**src/include/slr_pkg.sv**
```systemverilog
/*
  Constants shared by the serial-link lane configuration register bank:
  register offsets, field positions, reset values and widths.
  Assumes an 8-bit register port with a 12-bit byte address.
*/
package slr_pkg;

  // ----------------------------------------------------------------
  // Widths
  // ----------------------------------------------------------------
  localparam int ADDR_W = 12;
  localparam int DATA_W = 8;
  localparam int LANE_W = 10;
  localparam int NUM_LANES = 4;

  // ----------------------------------------------------------------
  // Register offsets
  // ----------------------------------------------------------------
  localparam logic [11:0] ADDR_SAMPLES_PER_FRAME_INFO = 12'h591;
  localparam logic [11:0] ADDR_DENSITY_CTRL_WORD_INFO = 12'h592;
  localparam logic [11:0] ADDR_LANE0_CONFIG_CHECKSUM = 12'h5A0;
  localparam logic [11:0] ADDR_LANE1_CONFIG_CHECKSUM = 12'h5A1;
  localparam logic [11:0] ADDR_LANE2_CONFIG_CHECKSUM = 12'h5A2;
  localparam logic [11:0] ADDR_LANE3_CONFIG_CHECKSUM = 12'h5A3;
  localparam logic [11:0] ADDR_LANE_FORCE_POWERDOWN = 12'h5B0;
  localparam logic [11:0] ADDR_PHYSICAL_LANE0_MAPPING = 12'h5B2;

  // ----------------------------------------------------------------
  // Field positions
  // ----------------------------------------------------------------
  localparam int SPF_FIELD_MSB = 4;
  localparam int SPF_RSVD_LSB = 5;
  localparam int HD_BIT = 7;
  localparam int CF_FIELD_MSB = 4;
  localparam int PWRDN_LANE0_BIT = 0;
  localparam int PWRDN_BIT_STRIDE = 2;
  localparam int MAP_FIELD_MSB = 2;

  // ----------------------------------------------------------------
  // Reset values
  // ----------------------------------------------------------------
  localparam logic [2:0] SPF_RSVD_VALUE = 3'h1;
  localparam logic [4:0] SPF_FIELD_RST = 5'h00;
  localparam logic HD_RST = 1'b0;
  localparam logic [4:0] CF_FIELD_RST = 5'h00;
  localparam logic [3:0][7:0] CHECKSUM_RST = {8'hC6, 8'hC5, 8'hC4, 8'hC3};
  localparam logic [3:0] PWRDN_RST = 4'h0;
  localparam logic [2:0] MAP0_RST = 3'h0;
  localparam logic [9:0] LANE_IDLE = 10'h000;

  // ----------------------------------------------------------------
  // Logical lane codes for the mapping field
  // ----------------------------------------------------------------
  localparam logic [2:0] LOGICAL_LANE0 = 3'h0;
  localparam logic [2:0] LOGICAL_LANE1 = 3'h1;
  localparam logic [2:0] LOGICAL_LANE2 = 3'h2;
  localparam logic [2:0] LOGICAL_LANE3 = 3'h3;

endpackage

```
**src/core/slr_lane_checksum.sv**
```systemverilog
/*
  Per-lane configuration checksum: sum of all link parameters of one lane,
  wrapped to eight bits.
  Assumes the parameters are stable register values from the same clock domain.
*/
`timescale 1ns/1ps
`default_nettype none

module slr_lane_checksum (
  input wire logic [7:0] dev_id,
  input wire logic [3:0] bank_id,
  input wire logic [4:0] lane_id,
  input wire logic scramble_en,
  input wire logic [4:0] lanes_m1,
  input wire logic [7:0] octets_m1,
  input wire logic [4:0] frames_m1,
  input wire logic [7:0] converters_m1,
  input wire logic [1:0] ctrl_bits,
  input wire logic [4:0] resolution_m1,
  input wire logic [2:0] subclass,
  input wire logic [4:0] bits_per_sample_m1,
  input wire logic [2:0] link_version,
  input wire logic [4:0] samples_m1,
  input wire logic high_density,
  input wire logic [4:0] ctrl_words,
  output logic [7:0] checksum
);

  // ----------------------------------------------------------------
  // Modulo-256 sum
  // ----------------------------------------------------------------
  // Each term is widened to eight bits so the carry out is dropped on purpose
  always_comb begin
    checksum = 8'(dev_id)
             + 8'(bank_id)
             + 8'(lane_id)
             + 8'(scramble_en)
             + 8'(lanes_m1)
             + 8'(octets_m1)
             + 8'(frames_m1)
             + 8'(converters_m1)
             + 8'(ctrl_bits)
             + 8'(resolution_m1)
             + 8'(subclass)
             + 8'(bits_per_sample_m1)
             + 8'(link_version)
             + 8'(samples_m1)
             + 8'(high_density)
             + 8'(ctrl_words);
  end

endmodule

`default_nettype wire

```
**src/core/slr_lane_cfg_regs.sv**
```systemverilog
/*
  Serial-link lane configuration register bank: frame parameter reporting,
  per-lane configuration checksums, lane force power-down and the logical
  lane that drives physical output lane 0.
  Assumes one clock, link parameters supplied by the rest of the link
  register bank, and a register port whose strobes are one cycle long.
*/
// The implementer's own choice: the address-and-strobe port.
`timescale 1ns/1ps
`default_nettype none

module slr_lane_cfg_regs (
  input wire logic mclk,
  input wire logic rst_n,
  input wire logic [11:0] reg_addr,
  input wire logic [7:0] reg_wdata,
  input wire logic reg_wr,
  input wire logic reg_rd,
  output logic [7:0] reg_rdata,
  input wire logic [7:0] cfg_dev_id,
  input wire logic [3:0] cfg_bank_id,
  input wire logic [4:0] cfg_lane_id_base,
  input wire logic cfg_scramble_en,
  input wire logic [4:0] cfg_lanes_m1,
  input wire logic [7:0] cfg_octets_m1,
  input wire logic [4:0] cfg_frames_m1,
  input wire logic [7:0] cfg_converters_m1,
  input wire logic [1:0] cfg_ctrl_bits,
  input wire logic [4:0] cfg_resolution_m1,
  input wire logic [2:0] cfg_subclass,
  input wire logic [4:0] cfg_bits_per_sample_m1,
  input wire logic [2:0] cfg_link_version,
  input wire logic [4:0] cfg_samples_m1,
  input wire logic cfg_high_density,
  input wire logic [4:0] cfg_ctrl_words,
  input wire logic [9:0] logical_lane0_data,
  input wire logic [9:0] logical_lane1_data,
  input wire logic [9:0] logical_lane2_data,
  input wire logic [9:0] logical_lane3_data,
  output logic [9:0] serial_out_lane0,
  output logic [9:0] serial_out_lane1,
  output logic [9:0] serial_out_lane2,
  output logic [9:0] serial_out_lane3,
  output logic [3:0] lane_powerdown,
  output logic [2:0] physical_lane0_sel
);

  // ----------------------------------------------------------------
  // Declarations
  // ----------------------------------------------------------------
  logic [4:0] samples_per_frame_reg;
  logic high_density_reg;
  logic [4:0] ctrl_words_reg;
  logic [7:0] checksum_next [slr_pkg::NUM_LANES];
  logic [7:0] checksum_reg [slr_pkg::NUM_LANES];
  logic [3:0] powerdown_reg;
  logic [3:0] powerdown_next;
  logic [2:0] lane0_map_reg;
  logic [7:0] rdata_next;
  logic [7:0] rdata_reg;
  logic [7:0] samples_info_value;
  logic [7:0] density_info_value;
  logic [7:0] powerdown_value;
  logic [7:0] mapping_value;
  logic [9:0] lane_in [slr_pkg::NUM_LANES];
  logic [2:0] lane_src [slr_pkg::NUM_LANES];
  logic [9:0] lane_next [slr_pkg::NUM_LANES];
  logic [9:0] lane_out_reg [slr_pkg::NUM_LANES];
  logic wr_powerdown;
  logic wr_mapping;

  // ----------------------------------------------------------------
  // Write decode
  // ----------------------------------------------------------------
  // Writes to read-only or unmapped offsets are dropped silently
  assign wr_powerdown = reg_wr && (reg_addr == slr_pkg::ADDR_LANE_FORCE_POWERDOWN);
  assign wr_mapping = reg_wr && (reg_addr == slr_pkg::ADDR_PHYSICAL_LANE0_MAPPING);

  // ----------------------------------------------------------------
  // Frame parameter reporting
  // ----------------------------------------------------------------
  // Tracks the link setup every cycle; software has no write path here
  always_ff @(posedge mclk or negedge rst_n) begin
    if (!rst_n) begin
      samples_per_frame_reg <= slr_pkg::SPF_FIELD_RST;
    end else begin
      samples_per_frame_reg <= cfg_samples_m1;
    end
  end

  always_ff @(posedge mclk or negedge rst_n) begin
    if (!rst_n) begin
      high_density_reg <= slr_pkg::HD_RST;
      ctrl_words_reg <= slr_pkg::CF_FIELD_RST;
    end else begin
      high_density_reg <= cfg_high_density;
      ctrl_words_reg <= cfg_ctrl_words;
    end
  end

  always_comb begin
    samples_info_value = 8'h00;
    samples_info_value[slr_pkg::SPF_FIELD_MSB:0] = samples_per_frame_reg;
    samples_info_value[7:slr_pkg::SPF_RSVD_LSB] = slr_pkg::SPF_RSVD_VALUE;
  end

  always_comb begin
    density_info_value = 8'h00;
    density_info_value[slr_pkg::HD_BIT] = high_density_reg;
    density_info_value[slr_pkg::CF_FIELD_MSB:0] = ctrl_words_reg;
  end

  // ----------------------------------------------------------------
  // Per-lane configuration checksums
  // ----------------------------------------------------------------
  // Lane identity differs per lane, so each lane sums its own value
  generate
    for (genvar i = 0; i < slr_pkg::NUM_LANES; i++) begin : g_checksum
      slr_lane_checksum u_checksum (
        .dev_id(cfg_dev_id),
        .bank_id(cfg_bank_id),
        .lane_id(5'(cfg_lane_id_base + 5'(i))),
        .scramble_en(cfg_scramble_en),
        .lanes_m1(cfg_lanes_m1),
        .octets_m1(cfg_octets_m1),
        .frames_m1(cfg_frames_m1),
        .converters_m1(cfg_converters_m1),
        .ctrl_bits(cfg_ctrl_bits),
        .resolution_m1(cfg_resolution_m1),
        .subclass(cfg_subclass),
        .bits_per_sample_m1(cfg_bits_per_sample_m1),
        .link_version(cfg_link_version),
        .samples_m1(cfg_samples_m1),
        .high_density(cfg_high_density),
        .ctrl_words(cfg_ctrl_words),
        .checksum(checksum_next[i])
      );

      always_ff @(posedge mclk or negedge rst_n) begin
        if (!rst_n) begin
          checksum_reg[i] <= slr_pkg::CHECKSUM_RST[i];
        end else begin
          checksum_reg[i] <= checksum_next[i];
        end
      end
    end
  endgenerate

  // ----------------------------------------------------------------
  // Lane force power-down
  // ----------------------------------------------------------------
  // Only the even bits are stored; odd bits stay reserved
  always_comb begin
    powerdown_next = powerdown_reg;
    if (wr_powerdown) begin
      for (int j = 0; j < slr_pkg::NUM_LANES; j++) begin
        powerdown_next[j] = reg_wdata[slr_pkg::PWRDN_LANE0_BIT + slr_pkg::PWRDN_BIT_STRIDE * j];
      end
    end
  end

  always_ff @(posedge mclk or negedge rst_n) begin
    if (!rst_n) begin
      powerdown_reg <= slr_pkg::PWRDN_RST;
    end else begin
      powerdown_reg <= powerdown_next;
    end
  end

  always_comb begin
    powerdown_value = 8'h00;
    for (int j = 0; j < slr_pkg::NUM_LANES; j++) begin
      powerdown_value[slr_pkg::PWRDN_LANE0_BIT + slr_pkg::PWRDN_BIT_STRIDE * j] = powerdown_reg[j];
    end
  end

  // ----------------------------------------------------------------
  // Physical lane 0 mapping
  // ----------------------------------------------------------------
  always_ff @(posedge mclk or negedge rst_n) begin
    if (!rst_n) begin
      lane0_map_reg <= slr_pkg::MAP0_RST;
    end else if (wr_mapping) begin
      lane0_map_reg <= reg_wdata[slr_pkg::MAP_FIELD_MSB:0];
    end
  end

  always_comb begin
    mapping_value = 8'h00;
    mapping_value[slr_pkg::MAP_FIELD_MSB:0] = lane0_map_reg;
  end

  // ----------------------------------------------------------------
  // Lane data path
  // ----------------------------------------------------------------
  assign lane_in[0] = logical_lane0_data;
  assign lane_in[1] = logical_lane1_data;
  assign lane_in[2] = logical_lane2_data;
  assign lane_in[3] = logical_lane3_data;

  // Physical lane 0 follows the mapping field; the others keep their own lane
  assign lane_src[0] = lane0_map_reg;
  assign lane_src[1] = slr_pkg::LOGICAL_LANE1;
  assign lane_src[2] = slr_pkg::LOGICAL_LANE2;
  assign lane_src[3] = slr_pkg::LOGICAL_LANE3;

  generate
    for (genvar i = 0; i < slr_pkg::NUM_LANES; i++) begin : g_lane
      // Codes above logical lane 3 and powered-down lanes send idle
      always_comb begin
        lane_next[i] = slr_pkg::LANE_IDLE;
        if (!powerdown_reg[i]) begin
          case (lane_src[i])
            slr_pkg::LOGICAL_LANE0: begin
              lane_next[i] = lane_in[0];
            end
            slr_pkg::LOGICAL_LANE1: begin
              lane_next[i] = lane_in[1];
            end
            slr_pkg::LOGICAL_LANE2: begin
              lane_next[i] = lane_in[2];
            end
            slr_pkg::LOGICAL_LANE3: begin
              lane_next[i] = lane_in[3];
            end
            default: begin
              lane_next[i] = slr_pkg::LANE_IDLE;
            end
          endcase
        end
      end

      always_ff @(posedge mclk or negedge rst_n) begin
        if (!rst_n) begin
          lane_out_reg[i] <= slr_pkg::LANE_IDLE;
        end else begin
          lane_out_reg[i] <= lane_next[i];
        end
      end
    end
  endgenerate

  assign serial_out_lane0 = lane_out_reg[0];
  assign serial_out_lane1 = lane_out_reg[1];
  assign serial_out_lane2 = lane_out_reg[2];
  assign serial_out_lane3 = lane_out_reg[3];
  assign lane_powerdown = powerdown_reg;
  assign physical_lane0_sel = lane0_map_reg;

  // ----------------------------------------------------------------
  // Read path
  // ----------------------------------------------------------------
  // Unmapped offsets read as zero
  always_comb begin
    rdata_next = 8'h00;
    if (reg_rd) begin
      case (reg_addr)
        slr_pkg::ADDR_SAMPLES_PER_FRAME_INFO: begin
          rdata_next = samples_info_value;
        end
        slr_pkg::ADDR_DENSITY_CTRL_WORD_INFO: begin
          rdata_next = density_info_value;
        end
        slr_pkg::ADDR_LANE0_CONFIG_CHECKSUM: begin
          rdata_next = checksum_reg[0];
        end
        slr_pkg::ADDR_LANE1_CONFIG_CHECKSUM: begin
          rdata_next = checksum_reg[1];
        end
        slr_pkg::ADDR_LANE2_CONFIG_CHECKSUM: begin
          rdata_next = checksum_reg[2];
        end
        slr_pkg::ADDR_LANE3_CONFIG_CHECKSUM: begin
          rdata_next = checksum_reg[3];
        end
        slr_pkg::ADDR_LANE_FORCE_POWERDOWN: begin
          rdata_next = powerdown_value;
        end
        slr_pkg::ADDR_PHYSICAL_LANE0_MAPPING: begin
          rdata_next = mapping_value;
        end
        default: begin
          rdata_next = 8'h00;
        end
      endcase
    end
  end

  // Read data stand only in the cycle after the strobe
  always_ff @(posedge mclk or negedge rst_n) begin
    if (!rst_n) begin
      rdata_reg <= 8'h00;
    end else begin
      rdata_reg <= rdata_next;
    end
  end

  assign reg_rdata = rdata_reg;

endmodule

`default_nettype wire

```
**config.mk**
```make
export PLATFORM = sky130hd
export DESIGN_NAME = slr_lane_cfg_regs
export DESIGN_NICKNAME = d
export VERILOG_FILES = /design/src/include/slr_pkg.sv /design/src/core/slr_lane_checksum.sv /design/src/core/slr_lane_cfg_regs.sv
export SDC_FILE = /design/constraint.sdc
export NUM_CORES = 1
export LEC_CHECK = 0
export BUFFER_PORTS_ARGS = -buffer_cell sky130_fd_sc_hd__buf_4
export CELL_PAD_IN_SITES_DETAIL_PLACEMENT = 1
export CELL_PAD_IN_SITES_GLOBAL_PLACEMENT = 1
export CORE_ASPECT_RATIO = 1.4
export CORE_MARGIN = 2
export CORE_UTILIZATION = 50
export CTS_BUF_LIST = sky130_fd_sc_hd__clkbuf_8
export CTS_CLUSTER_DIAMETER = 100
export DETAILED_ROUTE_END_ITERATION = 10
export GPL_ROUTABILITY_DRIVEN = 0
export MAX_ROUTING_LAYER = met4
export PLACE_DENSITY = 0.95
export SLEW_MARGIN = 25
export SYNTH_ARGS = -nofsm -noshare
export SYNTH_HDL_FRONTEND = slang
export SYNTH_HIERARCHICAL = 1
export SYNTH_SLANG_ARGS = --single-unit
```
**constraint.sdc**
```tcl
create_clock -name mclk -period 2.3 [get_ports mclk]
set_input_delay 0.46 -clock mclk [delete_from_list [all_inputs] [get_ports mclk]]
set_output_delay 0.46 -clock mclk [all_outputs]
set_load 0.05 [all_outputs]
```
Word level (Yosys, flattened, before mapping)
Cells that the tools add are included.
- flip-flop bits (word level): 98
- logic and storage cells: 95
- add/subtract/negate cells: 60
- equal/unequal tests: 11
- mux-type cells: 7
- reduce and logical (&&, ||, !) cells: 3
- operators with widths (kind ; number):
    $add A8 B5 Y8 ; 28
    $eq A12 B11 Y1 const B ; 8
    $add A8 B1 Y8 ; 8
    $add A8 B3 Y8 ; 8
    $add A8 B8 Y8 ; 8
    $pmux W8 S8 ; 1
    $mux W10 ; 4
    $pmux W10 S4 ; 1
    $add A8 B2 Y8 ; 4
    $add A5 B2 Y5 const B ; 2
    $add A8 B4 Y8 ; 1
    $mux W8 ; 1
    $eq A3 B2 Y1 const B ; 2
    $add A5 B1 Y5 const B ; 1
    $eq A3 B1 Y1 const B ; 1
    $logic_not A3 Y1 ; 1
    $logic_and A1 B1 Y1 ; 2

Logic depth before layout (Yosys ltp)
- depth in word-level cells: 15
- gate-level depth with buffers: 20
- gate-level depth less buffers: 20

By module
Netlist, hierarchy kept.
- modules (own cells, without submodules) (module ; instances ; cells an instance ; area an instance (um2) ; sequential area each (um2)):
    slr_lane_checksum at g_checksum[1].u_checksum ... ; 3 ; 187 ; 1803.0 ; 0.0
    slr_lane_cfg_regs ; 1 ; 306 ; 3957.5 ; 2471.1
    slr_lane_checksum at g_checksum[0].u_checksum ; 1 ; 183 ; 1788.0 ; 0.0

Least setup slack after synthesis
No wires, ideal clock.
- path kind: input to register
- start: input port cfg_lane_id_base[0]
- end: register checksum_reg[6] (netlist name)
- arrival time: 4507 ps
- data required time: 2225 ps
- setup slack: -2282 ps
- cell stages on the path: 17
- path buffers: 0
- path through: inv_1 -> ha_1 -> xnor2_1 -> inv_1 -> fa_1 -> inv_1 -> fa_1 -> fa_1 -> fa_1 -> inv_1 -> fa_1 -> inv_1 -> ha_1 -> fa_1 -> a21o_1 -> a21oi_1 -> xnor2_1
- RTL lines (element ; RTL line ; source):
    start, declared ; slr_lane_cfg_regs.sv:22 ; input wire logic [4:0] cfg_lane_id_base,
    end signal, assigned by index ; slr_lane_cfg_regs.sv:141 ; checksum_reg[i] <= slr_pkg::CHECKSUM_RST[i];
    end signal, assigned by index ; slr_lane_cfg_regs.sv:143 ; checksum_reg[i] <= checksum_next[i];
    end, declared ; slr_lane_cfg_regs.sv:55 ; logic [7:0] checksum_reg [slr_pkg::NUM_LANES];

==> results.sh <==
export IMPL_slowest_stage="fa_1"
export IMPL_drc=0
export IMPL_r2r_start="physical_lane0_sel[1]"
export IMPL_relSlewSlack_pct=50.4
export IMPL_final_area_mm2=0.0142
export IMPL_finalCriticalPeriod_ns=4.69
export IMPL_timing_fmax_mhz=213
export IMPL_synth_top_family_by_area="adder cells"
export IMPL_placed_area_mm2=0.0136
export IMPL_setup_slack_ns=-2.39
export IMPL_io_pins=192
export IMPL_drt_total_wl_um=46400
export IMPL_post_route_period_util_pct=204
export IMPL_ys_types=46
export IMPL_p_leak_nw=7.39
export IMPL_tightest_slew_ns=0.744
export IMPL_cts_buffers=9
export IMPL_rsz0062_at_grt="yes"
export IMPL_layout_commonest_cell="inv_1"
export IMPL_worstSetupPathType="primary input to flop"
export IMPL_synth_edf_count=0
export IMPL_power_frac_comb_pct=86.1
export IMPL_fin_tns_setup_ns=-49.74
export IMPL_worst_path_buf_inv=6
export IMPL_path_common_cell="fa_1"
export IMPL_worstPathCellList="buf_8, buf_12, ha_4, xor2_1, inv_1, fa_1, inv_2, fa_1, fa_2, fa_1, inv_2, fa_1, inv_2, ha_4, fa_2, a21o_1, a21oi_2, xnor2_1"
export IMPL_setup_viol_count_final=28
export IMPL_crit_cells=18
export IMPL_cp_required_ns=2.60
export IMPL_synth_cells=1050
export IMPL_grt_pass1_wl_um=67800
export IMPL_swShare_pct=49.5
export IMPL_largest_reg_flops=32
export IMPL_grt_max_degree=44
export IMPL_synth_compound_area_share_pct=4.95
export IMPL_cp_top_family="adder cells"
export IMPL_drt_vias_per_instance=5.63
export IMPL_fp_row_count=64
export IMPL_vias=9025
export IMPL_port_buffers=188
export IMPL_slew_viol_final=0
export IMPL_layout_cells_most_common_list="inv_1 (353), buf_4 (245), fa_1 (200), dfrtp_1 (83), ha_1 (44)"
export IMPL_synthAdderAreaFrac_pct=46.7
export IMPL_cts_root_buf="clkbuf_8"
export IMPL_syn_to_final_growth_pct=27.0
export IMPL_cp_max_fo=3
export IMPL_clk_pin_slew_ns=0.11
export IMPL_power_density_mw_per_mm2=1990
export IMPL_die_y_um=181
export IMPL_switchingPower_mw=13.9
export IMPL_hpwl_um=35100
export IMPL_max_stage_delay_ns=0.56
export IMPL_cts_tree="yes"
export IMPL_hp_class="primary input to async pin"
export IMPL_synth_mux_area_fraction_pct=2.27
export IMPL_clkPwrFrac_pct=4.4
export IMPL_violations="setup timing"
export IMPL_ys_seq_area_share_pct=22.2
export IMPL_synth_simple_area_share_pct=5.89
export IMPL_grt_overflow_total=0
export IMPL_hold_buffers=0
export IMPL_critPathCaptureType="flop"
export IMPL_post_place_cells=1584
export IMPL_instances_no_fill=1603
export IMPL_dieArea_mm2=0.0235
export IMPL_synth_seq_cells=98
export IMPL_crit_path_end="checksum_reg[22]"
export IMPL_crit_path_start="cfg_lane_id_base[1]"
export IMPL_start_kind="primary input"
export IMPL_syn_avg_cell_area_um2=10.6
export IMPL_wl_per_cell_um=29.0
export IMPL_reg2regPathDepth=4
export IMPL_drive_gt1_share_pct=32.2
export IMPL_drt_iter0_markers=551
export IMPL_yosys_warnings=6
export IMPL_intPower_mw=14.2
export IMPL_syn_area_mm2=0.0112
export IMPL_skew_ns=0.0123
export IMPL_p_seq_share_pct=9.5
export IMPL_multiInputGateArea_mm2=0.00760
export IMPL_status="finished with violations"
export IMPL_n_fill_cell=2291
export IMPL_initial_core_util_pct=51.0
export IMPL_synthesis_nets=1471
export IMPL_synth_xor_area_share_pct=4.08
export IMPL_cts_num_sinks=98
export IMPL_nNetsFinal=1721
export IMPL_ant_nets=0
export IMPL_worstReg2RegEnd="serial_out_lane0[1]"
export IMPL_core_area_mm2=0.0219
export IMPL_seqCellArea_mm2=0.00247
export IMPL_clock_path_buffers=2
export IMPL_gr_usage_all_layers_pct=41.9
export IMPL_h_tree_depth=3
export IMPL_first_pass_iters=5
export IMPL_fp_dieW_um=130
export IMPL_synth_top_flop_cell="dfrtp_1"
export IMPL_first_global_vias=11100
export IMPL_drv_cap=0
export IMPL_worstPathArrival_ns=4.99
export IMPL_clock_latency_ns=0.39
export IMPL_vdd_drop_max_mv=1.52
export IMPL_async_flop_share_pct=100
export IMPL_hold_viol_final=0
export IMPL_antenna_found_initial=1
export IMPL_rrSetupSlack_ns=0.27
## synth_stat cells (all sizes together) (4+ instances only)
cell type,n,area (um^2)
mux4,4,90.1
buf,8,41.3
a211oi,24,180
o21bai,5,37.5
o21ai,7,35.0
mux2i,5,50.1
ha,64,801
a31oi,4,25.0
clkbuf,12,45.0
nor2,6,22.5
a21oi,28,140
dfrtp,83,2080
nand2,10,37.5
nor3b,11,82.6
fa,220,4400
nand3b,6,57.6
dfstp,15,394
nand3,7,35.0
mux2,9,113
xnor2,41,359
inv,393,1480
a21o,8,60.1
nor2b,42,263
xor2,11,96.3
## per-stage QoR
stage                     worst slack, ns  utilization [%]  hold WS, ns  power (mW)
after global placement              -2.41             62.1        0.482        18.6
final                               -2.39             64.8       0.0612        28.1
after global routing                -2.42             64.8       0.0898        29.3
after CTS                           -2.19             64.3       0.0706        25.3
after detailed placement            -2.74             62.1        0.490        21.5
after floorplan                     -2.13                -        0.164        13.4
## power groups by stage
stage	registers [mW]	logic [mW]	clock network, mW
2_1_floorplan	2.70	10.7	0
6_report	2.66	24.2	1.24
3_3_place_gp	2.61	16.0	0
3_5_place_dp	2.66	18.9	0
5_1_grt	2.67	25.3	1.30
4_1_cts	2.64	21.5	1.22
## layer usage
layer  wire (um)  global-route usage [%]  up-vias
li1            -                       -     3511
met1       13100                    36.0     4613
met2       24700                    73.9      564
met3        2770                    7.52      337
met4        5860                    38.8        0
met5           0                       -        -
## worst min path at each step
stage               depth (start not counted)  startpoint  slack (ns)                   to
finish                                      1       rst_n        0.06  serial_out_lane3[4]
global placement                            1       rst_n        0.48  serial_out_lane1[5]
floorplan                                   0       rst_n        0.16      checksum_reg[0]
CTS                                         1       rst_n        0.07  serial_out_lane3[4]
global route                                1       rst_n        0.09  serial_out_lane2[3]
detailed placement                          1       rst_n        0.49  serial_out_lane1[7]
## kinds of logic (layout without fill, tap and decap cells)
family,after synthesis,in the layout
AO/OA/AOI/OAI,85,85
XOR/XNOR,52,52
adder cells (fa/ha/maj),284,284
buffers and inverters,413,668
flip-flops,98,98
multiplexers,18,18
other,0,1
AND/OR/NAND/NOR,100,100
## what timing repair did
item,CTS,global route
endpoints found under the hold margin,0,0
resized for setup,64,31
pin swaps,54,16
setup endpoints to repair,29,29
setup buffers,4,1
## layout make-up
type | instances | share of cell area (%)
Multi-Input combinational cell | 539 | 53.6
Tap cell | 297 | 2.62
Antenna cell | 1 | 0.0177
Inverter | 393 | 10.5
Timing Repair Buffer | 259 | 14.3
Clock buffer | 11 | 1.07
Clock inverter | 5 | 0.433
Sequential cell | 98 | 17.4
No activity file was read; power rests on OpenSTA's default activity.
